`src/ccd_consts.svh`:
```
// named constants for the clear, compare and decimal execution group
`ifndef CCD_CONSTS_SVH
`define CCD_CONSTS_SVH
`define CCD_DATA_W 8
`define CCD_ADDR_W 6
`define CCD_ZERO_BYTE 8'h00
`define CCD_ONE_BYTE 8'h01
`define CCD_ALL_ONES 8'hFF
`define CCD_NIB_LIMIT 4'h9
`define CCD_BCD_LIMIT 8'h99
`define CCD_LOW_FIX 8'h06
`define CCD_HIGH_FIX 8'h60
`define CCD_DEST_WORK 1'b0
`define CCD_RST_WORK 8'h00
`define CCD_RST_ZERO 1'b0
`define CCD_RST_CARRY 1'b0
`define CCD_RST_TIMEOUT 1'b1
`define CCD_RST_SLEEP 1'b1
`define CCD_RST_IRQ_EN 1'b0
`define CCD_RST_PULSE 1'b0
`define CCD_RST_ADDR 6'h00
`endif

```
`src/ccd_pkg.sv`:
```
// shared types for the clear, compare and decimal execution group
package ccd_pkg;
	typedef enum logic [3:0] {
		CCD_OP_NONE,
		CCD_OP_ZERO_WORK,
		CCD_OP_ZERO_FILE,
		CCD_OP_INVERT,
		CCD_OP_MINUS_ONE,
		CCD_OP_WATCHDOG_KICK,
		CCD_OP_COMPARE,
		CCD_OP_DECIMAL_ADJUST,
		CCD_OP_IRQ_OFF,
		CCD_OP_IRQ_ON
	} ccd_op_type;
endpackage

```
`src/ccd_alu_if.sv`:
```
// carrier between the execution control and its arithmetic unit
`timescale 1ns/1ps
interface ccd_alu_if;
	import ccd_pkg::*;
	ccd_op_type op;
	logic [7:0] file_val;
	logic [7:0] work_val;
	logic carry_in;
	logic half_in;
	logic [7:0] result;
	logic zero_upd;
	logic zero_val;
	logic carry_upd;
	logic carry_val;
	modport ctrl (output op, output file_val, output work_val, output carry_in,
		output half_in, input result, input zero_upd, input zero_val,
		input carry_upd, input carry_val);
	modport unit (input op, input file_val, input work_val, input carry_in,
		input half_in, output result, output zero_upd, output zero_val,
		output carry_upd, output carry_val);
endinterface

```
`src/ccd_exec.sv`:
```
// execution control for clear, invert, decrement, compare, decimal and watchdog ops
`timescale 1ns/1ps
`include "ccd_consts.svh"
// How it works
// - clear working register, set zero flag
// - clear addressed file register, set zero
// - complement file register to chosen destination
// - decrement file register to chosen destination
// - kick clears watchdog, prescaler if assigned
// - kick sets timeout and sleep flags
// - compare subtracts, keeps both operands unchanged
// - decimal adjust rewrites working register, carry
// - interrupt off clears, on sets enable
module ccd_exec
	import ccd_pkg::*;
(
	input wire logic REF_CLK,
	input wire logic RESET_N,
	input wire logic OP_VALID,
	input wire ccd_op_type OP_CODE,
	input wire logic [`CCD_ADDR_W-1:0] FILE_ADDR,
	input wire logic DEST_BIT,
	input wire logic [`CCD_DATA_W-1:0] FILE_RDATA,
	input wire logic ADD_CARRY,
	input wire logic ADD_HALF_CARRY,
	input wire logic PRESCALER_TO_WDOG,
	output logic [`CCD_DATA_W-1:0] WORK_REG,
	output logic ZERO_FLAG,
	output logic CARRY_FLAG,
	output logic FILE_WE,
	output logic [`CCD_ADDR_W-1:0] FILE_WADDR,
	output logic [`CCD_DATA_W-1:0] FILE_WDATA,
	output logic WDOG_CLEAR,
	output logic PRESCALER_CLEAR,
	output logic TIMEOUT_FLAG,
	output logic SLEEP_FLAG,
	output logic IRQ_ENABLE
);
	// ****************************************
	// state and next-state signals
	// ****************************************
	logic [`CCD_DATA_W-1:0] work_q;
	logic [`CCD_DATA_W-1:0] work_d;
	logic zero_q;
	logic zero_d;
	logic carry_q;
	logic carry_d;
	logic fwe_q;
	logic fwe_d;
	logic [`CCD_ADDR_W-1:0] fwaddr_q;
	logic [`CCD_ADDR_W-1:0] fwaddr_d;
	logic [`CCD_DATA_W-1:0] fwdata_q;
	logic [`CCD_DATA_W-1:0] fwdata_d;
	logic wdog_q;
	logic wdog_d;
	logic presc_q;
	logic presc_d;
	logic to_q;
	logic to_d;
	logic pd_q;
	logic pd_d;
	logic irq_q;
	logic irq_d;
	ccd_op_type op_eff;

	// ****************************************
	// arithmetic unit
	// ****************************************
	ccd_alu_if alu_bus();
	ccd_alu u_alu (
		.bus(alu_bus.unit)
	);

	assign op_eff = OP_VALID ? OP_CODE : CCD_OP_NONE;
	assign alu_bus.op = op_eff;
	assign alu_bus.file_val = FILE_RDATA;
	assign alu_bus.work_val = work_q;
	// carry here holds the addition carry only right after an addition
	assign alu_bus.carry_in = ADD_CARRY;
	assign alu_bus.half_in = ADD_HALF_CARRY;

	// ****************************************
	// destination decode
	// ****************************************

	wire routed_op = (op_eff == CCD_OP_INVERT) || (op_eff == CCD_OP_MINUS_ONE);
	wire to_work = (op_eff == CCD_OP_ZERO_WORK) || (op_eff == CCD_OP_DECIMAL_ADJUST)
		|| (routed_op && (DEST_BIT == `CCD_DEST_WORK));
	wire to_file = (op_eff == CCD_OP_ZERO_FILE)
		|| (routed_op && (DEST_BIT != `CCD_DEST_WORK));
	wire kick = (op_eff == CCD_OP_WATCHDOG_KICK);

	assign work_d = to_work ? alu_bus.result : work_q;
	assign zero_d = alu_bus.zero_upd ? alu_bus.zero_val : zero_q;
	assign carry_d = alu_bus.carry_upd ? alu_bus.carry_val : carry_q;

	// ****************************************
	// next-state selection
	// ****************************************
	wire irq_off = (op_eff == CCD_OP_IRQ_OFF);
	wire irq_on = (op_eff == CCD_OP_IRQ_ON);
	// address and data follow every cycle; only the strobe qualifies them
	assign fwe_d = to_file;
	assign fwaddr_d = FILE_ADDR;
	assign fwdata_d = alu_bus.result;
	assign wdog_d = kick;
	// prescaler left alone while the timer owns it
	assign presc_d = kick && PRESCALER_TO_WDOG;
	// only set here; reset also loads them set, so nothing in the group clears them
	assign to_d = kick ? 1'b1 : to_q;
	assign pd_d = kick ? 1'b1 : pd_q;
	assign irq_d = irq_on ? 1'b1
		: irq_off ? 1'b0
		: irq_q;

	// ****************************************
	// working register and status flags
	// ****************************************
	always_ff @(posedge REF_CLK) begin
		if (!RESET_N) begin
			work_q <= `CCD_RST_WORK;
		end else begin
			work_q <= work_d;
		end
	end

	always_ff @(posedge REF_CLK) begin
		if (!RESET_N) begin
			zero_q <= `CCD_RST_ZERO;
		end else begin
			zero_q <= zero_d;
		end
	end

	always_ff @(posedge REF_CLK) begin
		if (!RESET_N) begin
			carry_q <= `CCD_RST_CARRY;
		end else begin
			carry_q <= carry_d;
		end
	end

	// ****************************************
	// file write port, one-cycle strobe
	// ****************************************
	always_ff @(posedge REF_CLK) begin
		if (!RESET_N) begin
			fwe_q <= `CCD_RST_PULSE;
		end else begin
			fwe_q <= fwe_d;
		end
	end

	always_ff @(posedge REF_CLK) begin
		if (!RESET_N) begin
			fwaddr_q <= `CCD_RST_ADDR;
		end else begin
			fwaddr_q <= fwaddr_d;
		end
	end

	always_ff @(posedge REF_CLK) begin
		if (!RESET_N) begin
			fwdata_q <= `CCD_ZERO_BYTE;
		end else begin
			fwdata_q <= fwdata_d;
		end
	end

	// ****************************************
	// watchdog restart and power status
	// ****************************************
	always_ff @(posedge REF_CLK) begin
		if (!RESET_N) begin
			wdog_q <= `CCD_RST_PULSE;
		end else begin
			wdog_q <= wdog_d;
		end
	end

	always_ff @(posedge REF_CLK) begin
		if (!RESET_N) begin
			presc_q <= `CCD_RST_PULSE;
		end else begin
			presc_q <= presc_d;
		end
	end

	always_ff @(posedge REF_CLK) begin
		if (!RESET_N) begin
			to_q <= `CCD_RST_TIMEOUT;
		end else begin
			to_q <= to_d;
		end
	end

	always_ff @(posedge REF_CLK) begin
		if (!RESET_N) begin
			pd_q <= `CCD_RST_SLEEP;
		end else begin
			pd_q <= pd_d;
		end
	end

	// ****************************************
	// interrupt gate, shared with the add/adjust sequence of software
	// ****************************************
	always_ff @(posedge REF_CLK) begin
		if (!RESET_N) begin
			irq_q <= `CCD_RST_IRQ_EN;
		end else begin
			irq_q <= irq_d;
		end
	end

	// ****************************************
	// outputs
	// ****************************************
	assign WORK_REG = work_q;
	assign ZERO_FLAG = zero_q;
	assign CARRY_FLAG = carry_q;
	assign FILE_WE = fwe_q;
	assign FILE_WADDR = fwaddr_q;
	assign FILE_WDATA = fwdata_q;
	assign WDOG_CLEAR = wdog_q;
	assign PRESCALER_CLEAR = presc_q;
	assign TIMEOUT_FLAG = to_q;
	assign SLEEP_FLAG = pd_q;
	assign IRQ_ENABLE = irq_q;
endmodule

```
`src/ccd_alu.sv`:
```
// arithmetic unit: result and flag values for each operation
`timescale 1ns/1ps
`include "ccd_consts.svh"
module ccd_alu
	import ccd_pkg::*;
(
	ccd_alu_if.unit bus
);
	// ****************************************
	// operation decode
	// ****************************************
	wire is_zw = (bus.op == CCD_OP_ZERO_WORK);
	wire is_zf = (bus.op == CCD_OP_ZERO_FILE);
	wire is_inv = (bus.op == CCD_OP_INVERT);
	wire is_dec = (bus.op == CCD_OP_MINUS_ONE);
	wire is_cmp = (bus.op == CCD_OP_COMPARE);
	wire is_daa = (bus.op == CCD_OP_DECIMAL_ADJUST);

	// ****************************************
	// datapath
	// ****************************************
	wire [7:0] inv_res = bus.file_val ^ `CCD_ALL_ONES;
	wire [7:0] dec_res = bus.file_val - `CCD_ONE_BYTE;
	// ninth bit is the borrow; compare result is never stored
	wire [8:0] cmp_diff = {1'b0, bus.file_val} - {1'b0, bus.work_val};
	// decimal fix relies on the addition flags of the previous cycle
	wire low_fix = (bus.work_val[3:0] > `CCD_NIB_LIMIT) || bus.half_in;
	wire high_fix = (bus.work_val > `CCD_BCD_LIMIT) || bus.carry_in;
	wire [7:0] daa_add = (low_fix ? `CCD_LOW_FIX : `CCD_ZERO_BYTE)
		| (high_fix ? `CCD_HIGH_FIX : `CCD_ZERO_BYTE);
	wire [8:0] daa_sum = {1'b0, bus.work_val} + {1'b0, daa_add};

	assign bus.result = is_inv ? inv_res
		: is_dec ? dec_res
		: is_daa ? daa_sum[7:0]
		: `CCD_ZERO_BYTE;
	assign bus.zero_upd = is_zw | is_zf | is_inv | is_dec | is_cmp;
	assign bus.zero_val = (is_zw | is_zf) ? 1'b1
		: is_cmp ? (cmp_diff[7:0] == `CCD_ZERO_BYTE)
		: (bus.result == `CCD_ZERO_BYTE);
	assign bus.carry_upd = is_cmp | is_daa;
	assign bus.carry_val = is_cmp ? ~cmp_diff[8] : (high_fix | daa_sum[8]);
endmodule

```
`config.mk`:
```
export PLATFORM = sky130hd
export DESIGN_NAME = ccd_exec
export DESIGN_NICKNAME = d
export VERILOG_FILES = /design/src/ccd_pkg.sv /design/src/ccd_alu_if.sv /design/src/ccd_exec.sv /design/src/ccd_alu.sv
export VERILOG_INCLUDE_DIRS = /design/src
export SDC_FILE = /design/constraint.sdc
export NUM_CORES = 1
export LEC_CHECK = 0
export ABC_AREA = 0
export CORE_ASPECT_RATIO = 0.9
export CORE_MARGIN = 10
export CORE_UTILIZATION = 67
export CTS_CLUSTER_SIZE = 16
export DETAILED_ROUTE_END_ITERATION = 10
export DONT_BUFFER_PORTS = 1
export PLACE_DENSITY_LB_ADDON = 0.08
export SYNTH_ARGS = -nofsm -noshare
export SYNTH_HDL_FRONTEND = slang
export SYNTH_SLANG_ARGS = --single-unit
```
`constraint.sdc`:
```
create_clock -name REF_CLK -period 4.1 [get_ports REF_CLK]
set_clock_uncertainty 0.2 [all_clocks]
set_input_delay 0.82 -clock REF_CLK [delete_from_list [all_inputs] [get_ports REF_CLK]]
set_output_delay 0.82 -clock REF_CLK [all_outputs]
set_load 0.02 [all_outputs]
```
[Yosys cells after proc, flatten, opt, wreduce, memory -nomap -nowiden]
Cells that the tools add are included.
Storage, ports and cells
  register bits after elaboration: 28
  bits of input ports: 25
  output and inout bits: 30
  word-level logic and storage cells: 56
Operators by class
  $add $sub $neg: 3
  $lt $le $gt $ge: 2
  eq/ne operators: 9
  muxes and demuxes: 11
  bitwise operators: 10
  reductions and logical operators: 12
Operators by type and width (number)
  2-to-1 mux 8 bit: 3
  == test 4 x 3 -> 1 bit, second input constant: 4
  zero test 8 bit: 2
  adder 8 x 8 -> 9 bit: 1
  subtractor 8 x 8 -> 9 bit: 1
  == test 4 x 2 -> 1 bit, second input constant: 2
  == test 4 bit, second input constant: 2
  > comparator 8 bit, second input constant: 1
  inverter 8 bit: 1
  bitwise OR 8 bit: 1
  subtractor 8 x 1 -> 8 bit, second input constant: 1
  2-to-1 mux 7 bit: 1
  logical OR 1 bit: 6
  bitwise OR 1 bit: 6
  2-to-1 mux 1 bit: 5
  == test 4 x 1 -> 1 bit, second input constant: 1
  > comparator 4 bit, second input constant: 1
  2-to-1 mux 4 bit: 1
  logical AND 1 bit: 3
  2-to-1 mux 3 bit: 1
  inverter 1 bit: 2
  nonzero test 2 bit: 1

[Depth between registers and ports, before layout]
Gate-level depths: netlist of the first run.
  word-level depth: 11
  depth in mapped cells: 11
  gate-level depth less buffers: 10

[Modules after synthesis]
Synthesis of the first run repeated with hierarchy kept, for this count alone.
Unflattened totals
  cells, all modules: 202
  area, all modules: 1814.2 um^2
By module, submodules not included
  ccd_exec: times used 1, cells an instance 85, area each 975.9 um^2, seq. area each 560.5 um^2
  ccd_alu: times used 1, cells an instance 117, area each 838.3 um^2, seq. area each 0.0 um^2

[Worst setup path before layout of the first run]
Ideal clock, no wire load.
  kind: in2reg
  start: input ADD_HALF_CARRY
  end: register zero_q, in the netlist ZERO_FLAG
  library setup time: 0.073 ns
  data arrival time: 2.598 ns
  required time: 3.827 ns
  slack: 1.228 ns
  stages: 9
  path buffers: 0
  cells stage by stage: nand2b_1 > ha_1 > fa_1 > a41o_1 > a21oi_1 > xnor2_1 > o221a_4 > nand3b_1 > o211ai_2
Between the ends
  cells in the longest elaborated chain, start to end: 10
RTL lines
  start: declaration: RTL line ccd_exec.sv:25  | input wire logic ADD_HALF_CARRY,
  logical OR 1 bit: RTL line ccd_alu.sv:27  | wire low_fix = (bus.work_val[3:0] > `CCD_NIB_LIMIT) || bus.half_in;
  2-to-1 mux 3 bit (no source line)
  bitwise OR 8 bit: RTL line ccd_alu.sv:29  | wire [7:0] daa_add = (low_fix ? `CCD_LOW_FIX : `CCD_ZERO_BYTE)
  adder 8 x 8 -> 9 bit: RTL line ccd_alu.sv:31  | wire [8:0] daa_sum = {1'b0, bus.work_val} + {1'b0, daa_add};
  2-to-1 mux 8 bit (no source line) (3 in a row)
  zero test 8 bit (no source line)
  2-to-1 mux 1 bit: RTL line ccd_alu.sv:39  | : is_cmp ? (cmp_diff[7:0] == `CCD_ZERO_BYTE)
  2-to-1 mux 1 bit: RTL line ccd_alu.sv:38  | assign bus.zero_val = (is_zw | is_zf) ? 1'b1
  end signal: assignment: RTL line ccd_exec.sv:129  | zero_q <= `CCD_RST_ZERO;
  end signal: assignment: RTL line ccd_exec.sv:131  | zero_q <= zero_d;
  end: declaration: RTL line ccd_exec.sv:44  | logic zero_q;
No other way between the ends.
A chain may end at the register's enable or synchronous reset.

[Worst setup path in the final report of the first run]
  start: register work_q[2], in the netlist WORK_REG[2]
  end: register zero_q, in the netlist ZERO_FLAG
Between the ends
  cells in the longest elaborated chain, start to end: 11
  elaborated cells between the ends (all ways): 16
  those cells by class: add/sub (2); order compare (2); mux (7); bitwise (1); reduce/logical (4)
RTL lines
  start: declaration: RTL line ccd_exec.sv:42  | logic [`CCD_DATA_W-1:0] work_q;
  start signal: assignment: RTL line ccd_exec.sv:121  | work_q <= `CCD_RST_WORK;
  start signal: assignment: RTL line ccd_exec.sv:123  | work_q <= work_d;
  > comparator 8 bit (no source line) or > comparator 4 bit (tied branches)
  logical OR 1 bit, on equally long branches: RTL line ccd_alu.sv:28, ccd_alu.sv:27
  2-to-1 mux 7 bit (no source line) or 2-to-1 mux 3 bit (tied branches)
  bitwise OR 8 bit: RTL line ccd_alu.sv:29
  adder 8 x 8 -> 9 bit: RTL line ccd_alu.sv:31
  2-to-1 mux 8 bit (no source line) (3 in a row)
  zero test 8 bit (no source line)
  2-to-1 mux 1 bit (*): RTL line ccd_alu.sv:39
  2-to-1 mux 1 bit (*): RTL line ccd_alu.sv:38
Every way passes the cells marked *; elsewhere a longest branch is shown, timed or not.

==> impl_metrics.env, run 1 <==
export IMPL_diodes=0
export IMPL_met1_length_mm=1.82
export IMPL_grt_max_degree=17
export IMPL_yosysTopAreaCell="dfxtp_1"
export IMPL_p_int_mw=0.421
export IMPL_start_util=0.722
export IMPL_hold_path_class="primary input to flip-flop"
export IMPL_fmax_mhz=334
export IMPL_cts_buffer_depth=2
export IMPL_die_y_um=69.5
export IMPL_synth_edff_count=0
export IMPL_yosysSeqAreaShare=0.307
export IMPL_die_w_um=75.0
export IMPL_clock_sinks=28
export IMPL_synthCells=217
export IMPL_synth_area_um2=1830
export IMPL_min_from="PRESCALER_TO_WDOG"
export IMPL_layout_setup_ws_ns=1.11
export IMPL_ctsResizeCount=0
export IMPL_fin_crit_sh=0.729
export IMPL_grt_ovfl_total=0
export IMPL_pwr_share_clk=0.311
export IMPL_cp_required_ns=4.17
export IMPL_outcome="finished, final reports clean"
export IMPL_slew_viol_final=0
export IMPL_pwr_share_seq=0.523
export IMPL_fin_setup_tns_ns=0
export IMPL_holdBufCountCts=0
export IMPL_synth_seq_cells=28
export IMPL_root_buffer="clkbuf_4"
export IMPL_die_area_um2=5220
export IMPL_top_layer_used="met4"
export IMPL_grt_pass1_wl_mm=7.93
export IMPL_io_pins=55
export IMPL_final_cell_mix="nor2_1, dfxtp_1, ha_1"
export IMPL_slowest_stage="dfxtp_1"
export IMPL_setup_viol_count_final=0
export IMPL_drtIter0Drc=157
export IMPL_drive_gt1_frac=0.0853
export IMPL_switchingPower_mw=0.151
export IMPL_max_slew_margin=0.521
export IMPL_hold_depth=1
export IMPL_grt_pass1_vias=1605
export IMPL_cp_max_fo=8
export IMPL_dp_final_hpwl_mm=3.95
export IMPL_cp_start_kind="flip-flop"
export IMPL_path_clk_slew_ns=0.15
export IMPL_netSwitchingFraction=0.265
export IMPL_reg2reg_to="ZERO_FLAG"
export IMPL_synth_area_leaders="dfxtp_1, ha_1, nor2_1"
export IMPL_coreArea_um2=2530
export IMPL_place_ws_ns=1.08
export IMPL_r2r_start="WORK_REG[2]"
export IMPL_nets=251
export IMPL_numCtsBuffers=3
export IMPL_ys_warnings_count=0
export IMPL_wl_per_cell_um=21.0
export IMPL_via_count=1650
export IMPL_clk_latency_ns=0.33
export IMPL_peakVddDrop_v=0.000215
export IMPL_wirelength_mm=5.01
export IMPL_post_cts_setup_buffer_count=0
export IMPL_end_kind="flip-flop"
export IMPL_cp_cell_sequence="o21ai_0 -> nand2b_1 -> ha_1 -> fa_1 -> a41o_1 -> a21oi_1 -> xnor2_1 -> o221a_4 -> nand3b_1 -> o211ai_2"
export IMPL_htree_levels=1
export IMPL_final_common_cell="nor2_1"
export IMPL_num_rows=17
export IMPL_gp_congestion=0.883
export IMPL_synth_top_area_frac=0.307
export IMPL_tightest_slew_ns=0.718
export IMPL_antenna_found_initial=0
export IMPL_wl_met2_mm=2.39
export IMPL_powerDensity_nw_per_um2=307
export IMPL_period_needed_ns=2.99
export IMPL_holdPathEnd="PRESCALER_CLEAR"
export IMPL_wl_met3_um=651
export IMPL_hold_viol=0
export IMPL_drtAntennaViolNets=0
export IMPL_ff2ff_path_depth=10
export IMPL_power_leakage_nw=0.710
export IMPL_ys_flop_type="dfxtp_1"
export IMPL_grt_total_usage=0.189
export IMPL_async_flop_share=0
export IMPL_power_mw=0.572
export IMPL_slowest_delay_ns=0.49
export IMPL_max_cap_viol_count=0
export IMPL_worst_ep_arrival_time_ns=3.06
export IMPL_cts_tree="yes"
export IMPL_critPathKind="flip-flop to flip-flop"
export IMPL_synth_cell_types=60
export IMPL_syn_to_final_growth_pct=2.05
export IMPL_syn_area_per_cell_um2=8.42
export IMPL_drc=0
export IMPL_portBuffers=0
export IMPL_rsz0062_at_grt="false"
export IMPL_first_pass_iters=5
export IMPL_rrSetupSlack_ns=1.11
export IMPL_drt_vias_per_instance=6.90
export IMPL_fillers=199
export IMPL_p_comb_frac=0.165
[cell type report]
class	count	area, µm²	share of cell area
Multi-Input combinational cell	167	1170	0.628
Sequential cell	28	561	0.301
Clock buffer	3	22.5	0.0121
Clock inverter	1	30.0	0.0161
Inverter	12	45.0	0.0242
Tap cell	28	35.0	0.0188
[metal layers]
layer	vias up	track usage
met2	121	0.320
met5	-	0
met4	0	0.0479
li1	760	-
met3	23	0.0699
met1	746	0.213
[worst max-delay path, delay by kind of cell (launching register included)]
| kind | cells | cell delay, ns |
|---|---|---|
| xor gates and xnor gates | 1 | 0.19 |
| DFF | 1 | 0.49 |
| AOI/OAI and AO/OA | 5 | 1.14 |
| and+or+nand+nor | 2 | 0.26 |
| adders and majority gates | 2 | 0.67 |
[cell families after synthesis]
group / synth area share
flops: 0.307
other cells: 0.00205
buf+inv: 0.0541
fa+ha+maj: 0.100
compound gates: 0.219
mux: 0.0110
xor+xnor: 0.0432
simple gates: 0.264
[how the worst max path moves through the flow]
stage,slack [ns],endpoint,start,cells past startpoint
final,1.11,ZERO_FLAG,WORK_REG[2],10
after global routing,0.95,ZERO_FLAG,WORK_REG[2],10
after CTS,1.15,ZERO_FLAG,WORK_REG[2],10
after detailed placement,1.08,ZERO_FLAG,ADD_HALF_CARRY,9
after global placement,1.17,ZERO_FLAG,ADD_HALF_CARRY,9
after floorplan,1.23,ZERO_FLAG,ADD_HALF_CARRY,9
[power by group through the flow]
stage	Combinational (mW)	Sequential (mW)	Clock, mW
after CTS	0.0923	0.300	0.178
after global routing	0.104	0.301	0.197
after floorplan	0.0827	0.302	0
final	0.0945	0.299	0.178
after detailed placement	0.0911	0.306	0
after global placement	0.0865	0.305	0
[registers in the layout, indices dropped and copies added, names as in the netlist]
register / cells
FILE_WE: 1
ZERO_FLAG: 1
WORK_REG: 8
WDOG_CLEAR: 1
IRQ_ENABLE: 1
CARRY_FLAG: 1
FILE_WADDR: 6
FILE_WDATA: 8
PRESCALER_CLEAR: 1
[through the flow]
step / cells / instance area [µm²] / utilization / hold slack [ns]
floorplan: 218 / 1830 / - / 0.383
global placement: 235 / 1810 / 0.716 / 0.408
detailed placement: 235 / 1810 / 0.716 / 0.408
CTS: 239 / 1860 / 0.737 / 0.400
global route: 239 / 1860 / 0.737 / 0.372
finish: 239 / 1860 / 0.737 / 0.403
[synthesized netlist by cell type (4+ instances only)]
library cell / count
nor2_1: 30
dfxtp_1: 28
ha_1: 13
a21oi_1: 12
inv_1: 12
and2_1: 11
nand2_1: 9
xnor2_1: 8
nand2b_1: 6
nand3_1: 6
a211oi_1: 5
clkbuf_1: 5
buf_2: 4
nand3b_1: 4
nor2b_1: 4
(Power assumes the default switching activity.)
==> run 2, diff against run 1 <==
--- a/config.mk
+++ b/config.mk
@@ -9,7 +9,7 @@
 export ABC_AREA = 0
 export CORE_ASPECT_RATIO = 0.9
 export CORE_MARGIN = 10
-export CORE_UTILIZATION = 67
+export CORE_UTILIZATION = 57
 export CTS_CLUSTER_SIZE = 16
 export DETAILED_ROUTE_END_ITERATION = 10
 export DONT_BUFFER_PORTS = 1
==> constraint.sdc (replaced) <==
create_clock -name REF_CLK -period 2.5 [get_ports REF_CLK]
set_clock_uncertainty 0.2 [all_clocks]
set_input_delay 0.5 -clock REF_CLK [delete_from_list [all_inputs] [get_ports REF_CLK]]
set_output_delay 0.5 -clock REF_CLK [all_outputs]
set_load 0.02 [all_outputs]
==> impl_metrics.env, run 2 (synthesis gave the netlist of run 1 again) <==
export IMPL_outcome="finished with violations"
export IMPL_violations="negative setup slack"
export IMPL_num_rows=19
export IMPL_fmax_mhz=399
export IMPL_htree_levels=1
export IMPL_holdWs_ns=0.0826
export IMPL_grt_busiest_layer="met2"
export IMPL_via_count=1692
export IMPL_slew_viol_final=0
export IMPL_start_util=0.596
export IMPL_grt_pass1_wl_mm=7.91
export IMPL_grt_ovfl_total=0
export IMPL_final_cell_mix="nor2_1, dfxtp_1, buf_4"
export IMPL_final_cells=271
export IMPL_final_common_cell="nor2_1"
export IMPL_met2_usage=0.295
export IMPL_peakVddDrop_v=0.000487
export IMPL_drt_vias_per_instance=6.24
export IMPL_wirelength_mm=5.11
export IMPL_cts_buffer_depth=2
export IMPL_grt_pass1_vias=1650
export IMPL_worst_ep_arrival_time_ns=2.58
export IMPL_die_w_um=79.7
export IMPL_drc=0
export IMPL_max_slew_margin=0.649
export IMPL_max_cap_viol_count=0
export IMPL_place_area_um2=1980
export IMPL_hold_path_class="primary input to flip-flop"
export IMPL_antenna_found_initial=0
export IMPL_setup_viol_count_final=1
export IMPL_first_pass_iters=7
export IMPL_cts_tree="yes"
export IMPL_startpoint="WORK_REG[1]"
export IMPL_grt_total_usage=0.167
export IMPL_layout_setup_ws_ns=-0.00872
export IMPL_cp_required_ns=2.57
export IMPL_portBuffers=0
export IMPL_holdBufCountCts=0
export IMPL_path_clk_slew_ns=0.16
export IMPL_drtIter0Drc=139
export IMPL_rsz0062_at_grt="true"
export IMPL_period_needed_ns=2.51
export IMPL_grt_use_met3=0.0610
export IMPL_fin_crit_sh=1.00
export IMPL_drive_gt1_frac=0.205
export IMPL_die_area_um2=5870
export IMPL_min_from="RESET_N"
export IMPL_die_y_um=73.7
export IMPL_r2r_start="WORK_REG[1]"
export IMPL_power_leakage_nw=0.809
export IMPL_io_pins=55
export IMPL_dp_cells=266
export IMPL_end_kind="flip-flop"
export IMPL_coreArea_um2=3070
export IMPL_dp_final_hpwl_mm=4.13
export IMPL_nets=269
export IMPL_diodes=0
export IMPL_root_buffer="clkbuf_4"
export IMPL_grt_use_met1=0.183
export IMPL_hold_viol=0
export IMPL_clk_latency_ns=0.33
export IMPL_critPathKind="flip-flop to flip-flop"
export IMPL_gp_congestion=0.947
export IMPL_clock_sinks=28
export IMPL_tightest_slew_ns=0.525
export IMPL_finalInstanceArea_um2=2080
export IMPL_grt_max_degree=17
export IMPL_drtAntennaViolNets=0
export IMPL_powerDensity_nw_per_um2=464
export IMPL_numCtsBuffers=3
export IMPL_syn_to_final_growth_pct=13.8
export IMPL_wl_per_cell_um=18.9
export IMPL_cp_max_fo=4
export IMPL_cp_start_kind="flip-flop"
## run 2: changes by cell type in the layout (fill, tap and decap cells not counted), sizes merged
| cell | before | now |
|---|---|---|
| buf | 0 | 18 |
## run 2: path summary, 6_finish.rpt
path | slack [ns] | end | cells past startpoint
max | -0.009 | ZERO_FLAG | 10
min | 0.08 | FILE_WDATA[4] | 1
max reg2reg | -0.009 | ZERO_FLAG | 10
min reg2reg | 0.44 | IRQ_ENABLE | 2
## run 2: per-stage QoR
stage               setup WS, ns   util  total power, mW  TNS (ns)
floorplan                 0.0143      -            0.635         0
global placement          0.0295  0.645            0.661         0
detailed placement       -0.0466  0.645            0.668   -0.0535
CTS                       0.0104  0.663            0.961         0
global route             -0.0738  0.678             1.00    -0.136
finish                  -0.00872  0.678            0.965  -0.00872
## run 2: timing repair
item	4_1_cts	5_1_grt
setup buffers	0	1
endpoints found under the setup margin	3	7
hold endpoints to repair	0	0
pin swaps	4	12
gates resized for setup	1	9
## run 2: critical path: stages (launching register included)
cell and delay (ns):
dfxtp_4 0.39, o211ai_1 0.21, a31oi_1 0.11, or2_4 0.28
ha_4 0.25, a41o_1 0.24, a21oi_2 0.13, xnor2_1 0.16
o221a_4 0.23, nand3b_1 0.09, o211ai_2 0.17
## run 2: layout make-up
class | instances | area (µm²)
repair buffers | 18 | 135
multi-input cells | 167 | 1230
inverters | 12 | 45.0
clock buffers | 3 | 22.5
well taps | 42 | 52.6
flip-flops and latches | 28 | 567
clock inverters | 1 | 30.0
fillers | 259 | 988
## run 2: where the power goes
part	internal, mW	leakage, nW	switching [mW]
sequential	0.460	0.230	0.0205
combinational	0.0842	0.551	0.103
clock	0.162	0.0279	0.135
total	0.706	0.809	0.259
## run 2: layer usage
| metal | part of all wire | wire (µm) | up-vias |
|---|---|---|---|
| li1 | - | - | 798 |
| met2 | 0.47 | 2420 | 98 |
| met4 | 0.027 | 139 | 0 |
| met1 | 0.37 | 1920 | 782 |
| met5 | 0 | 0 | - |
| met3 | 0.12 | 638 | 14 |
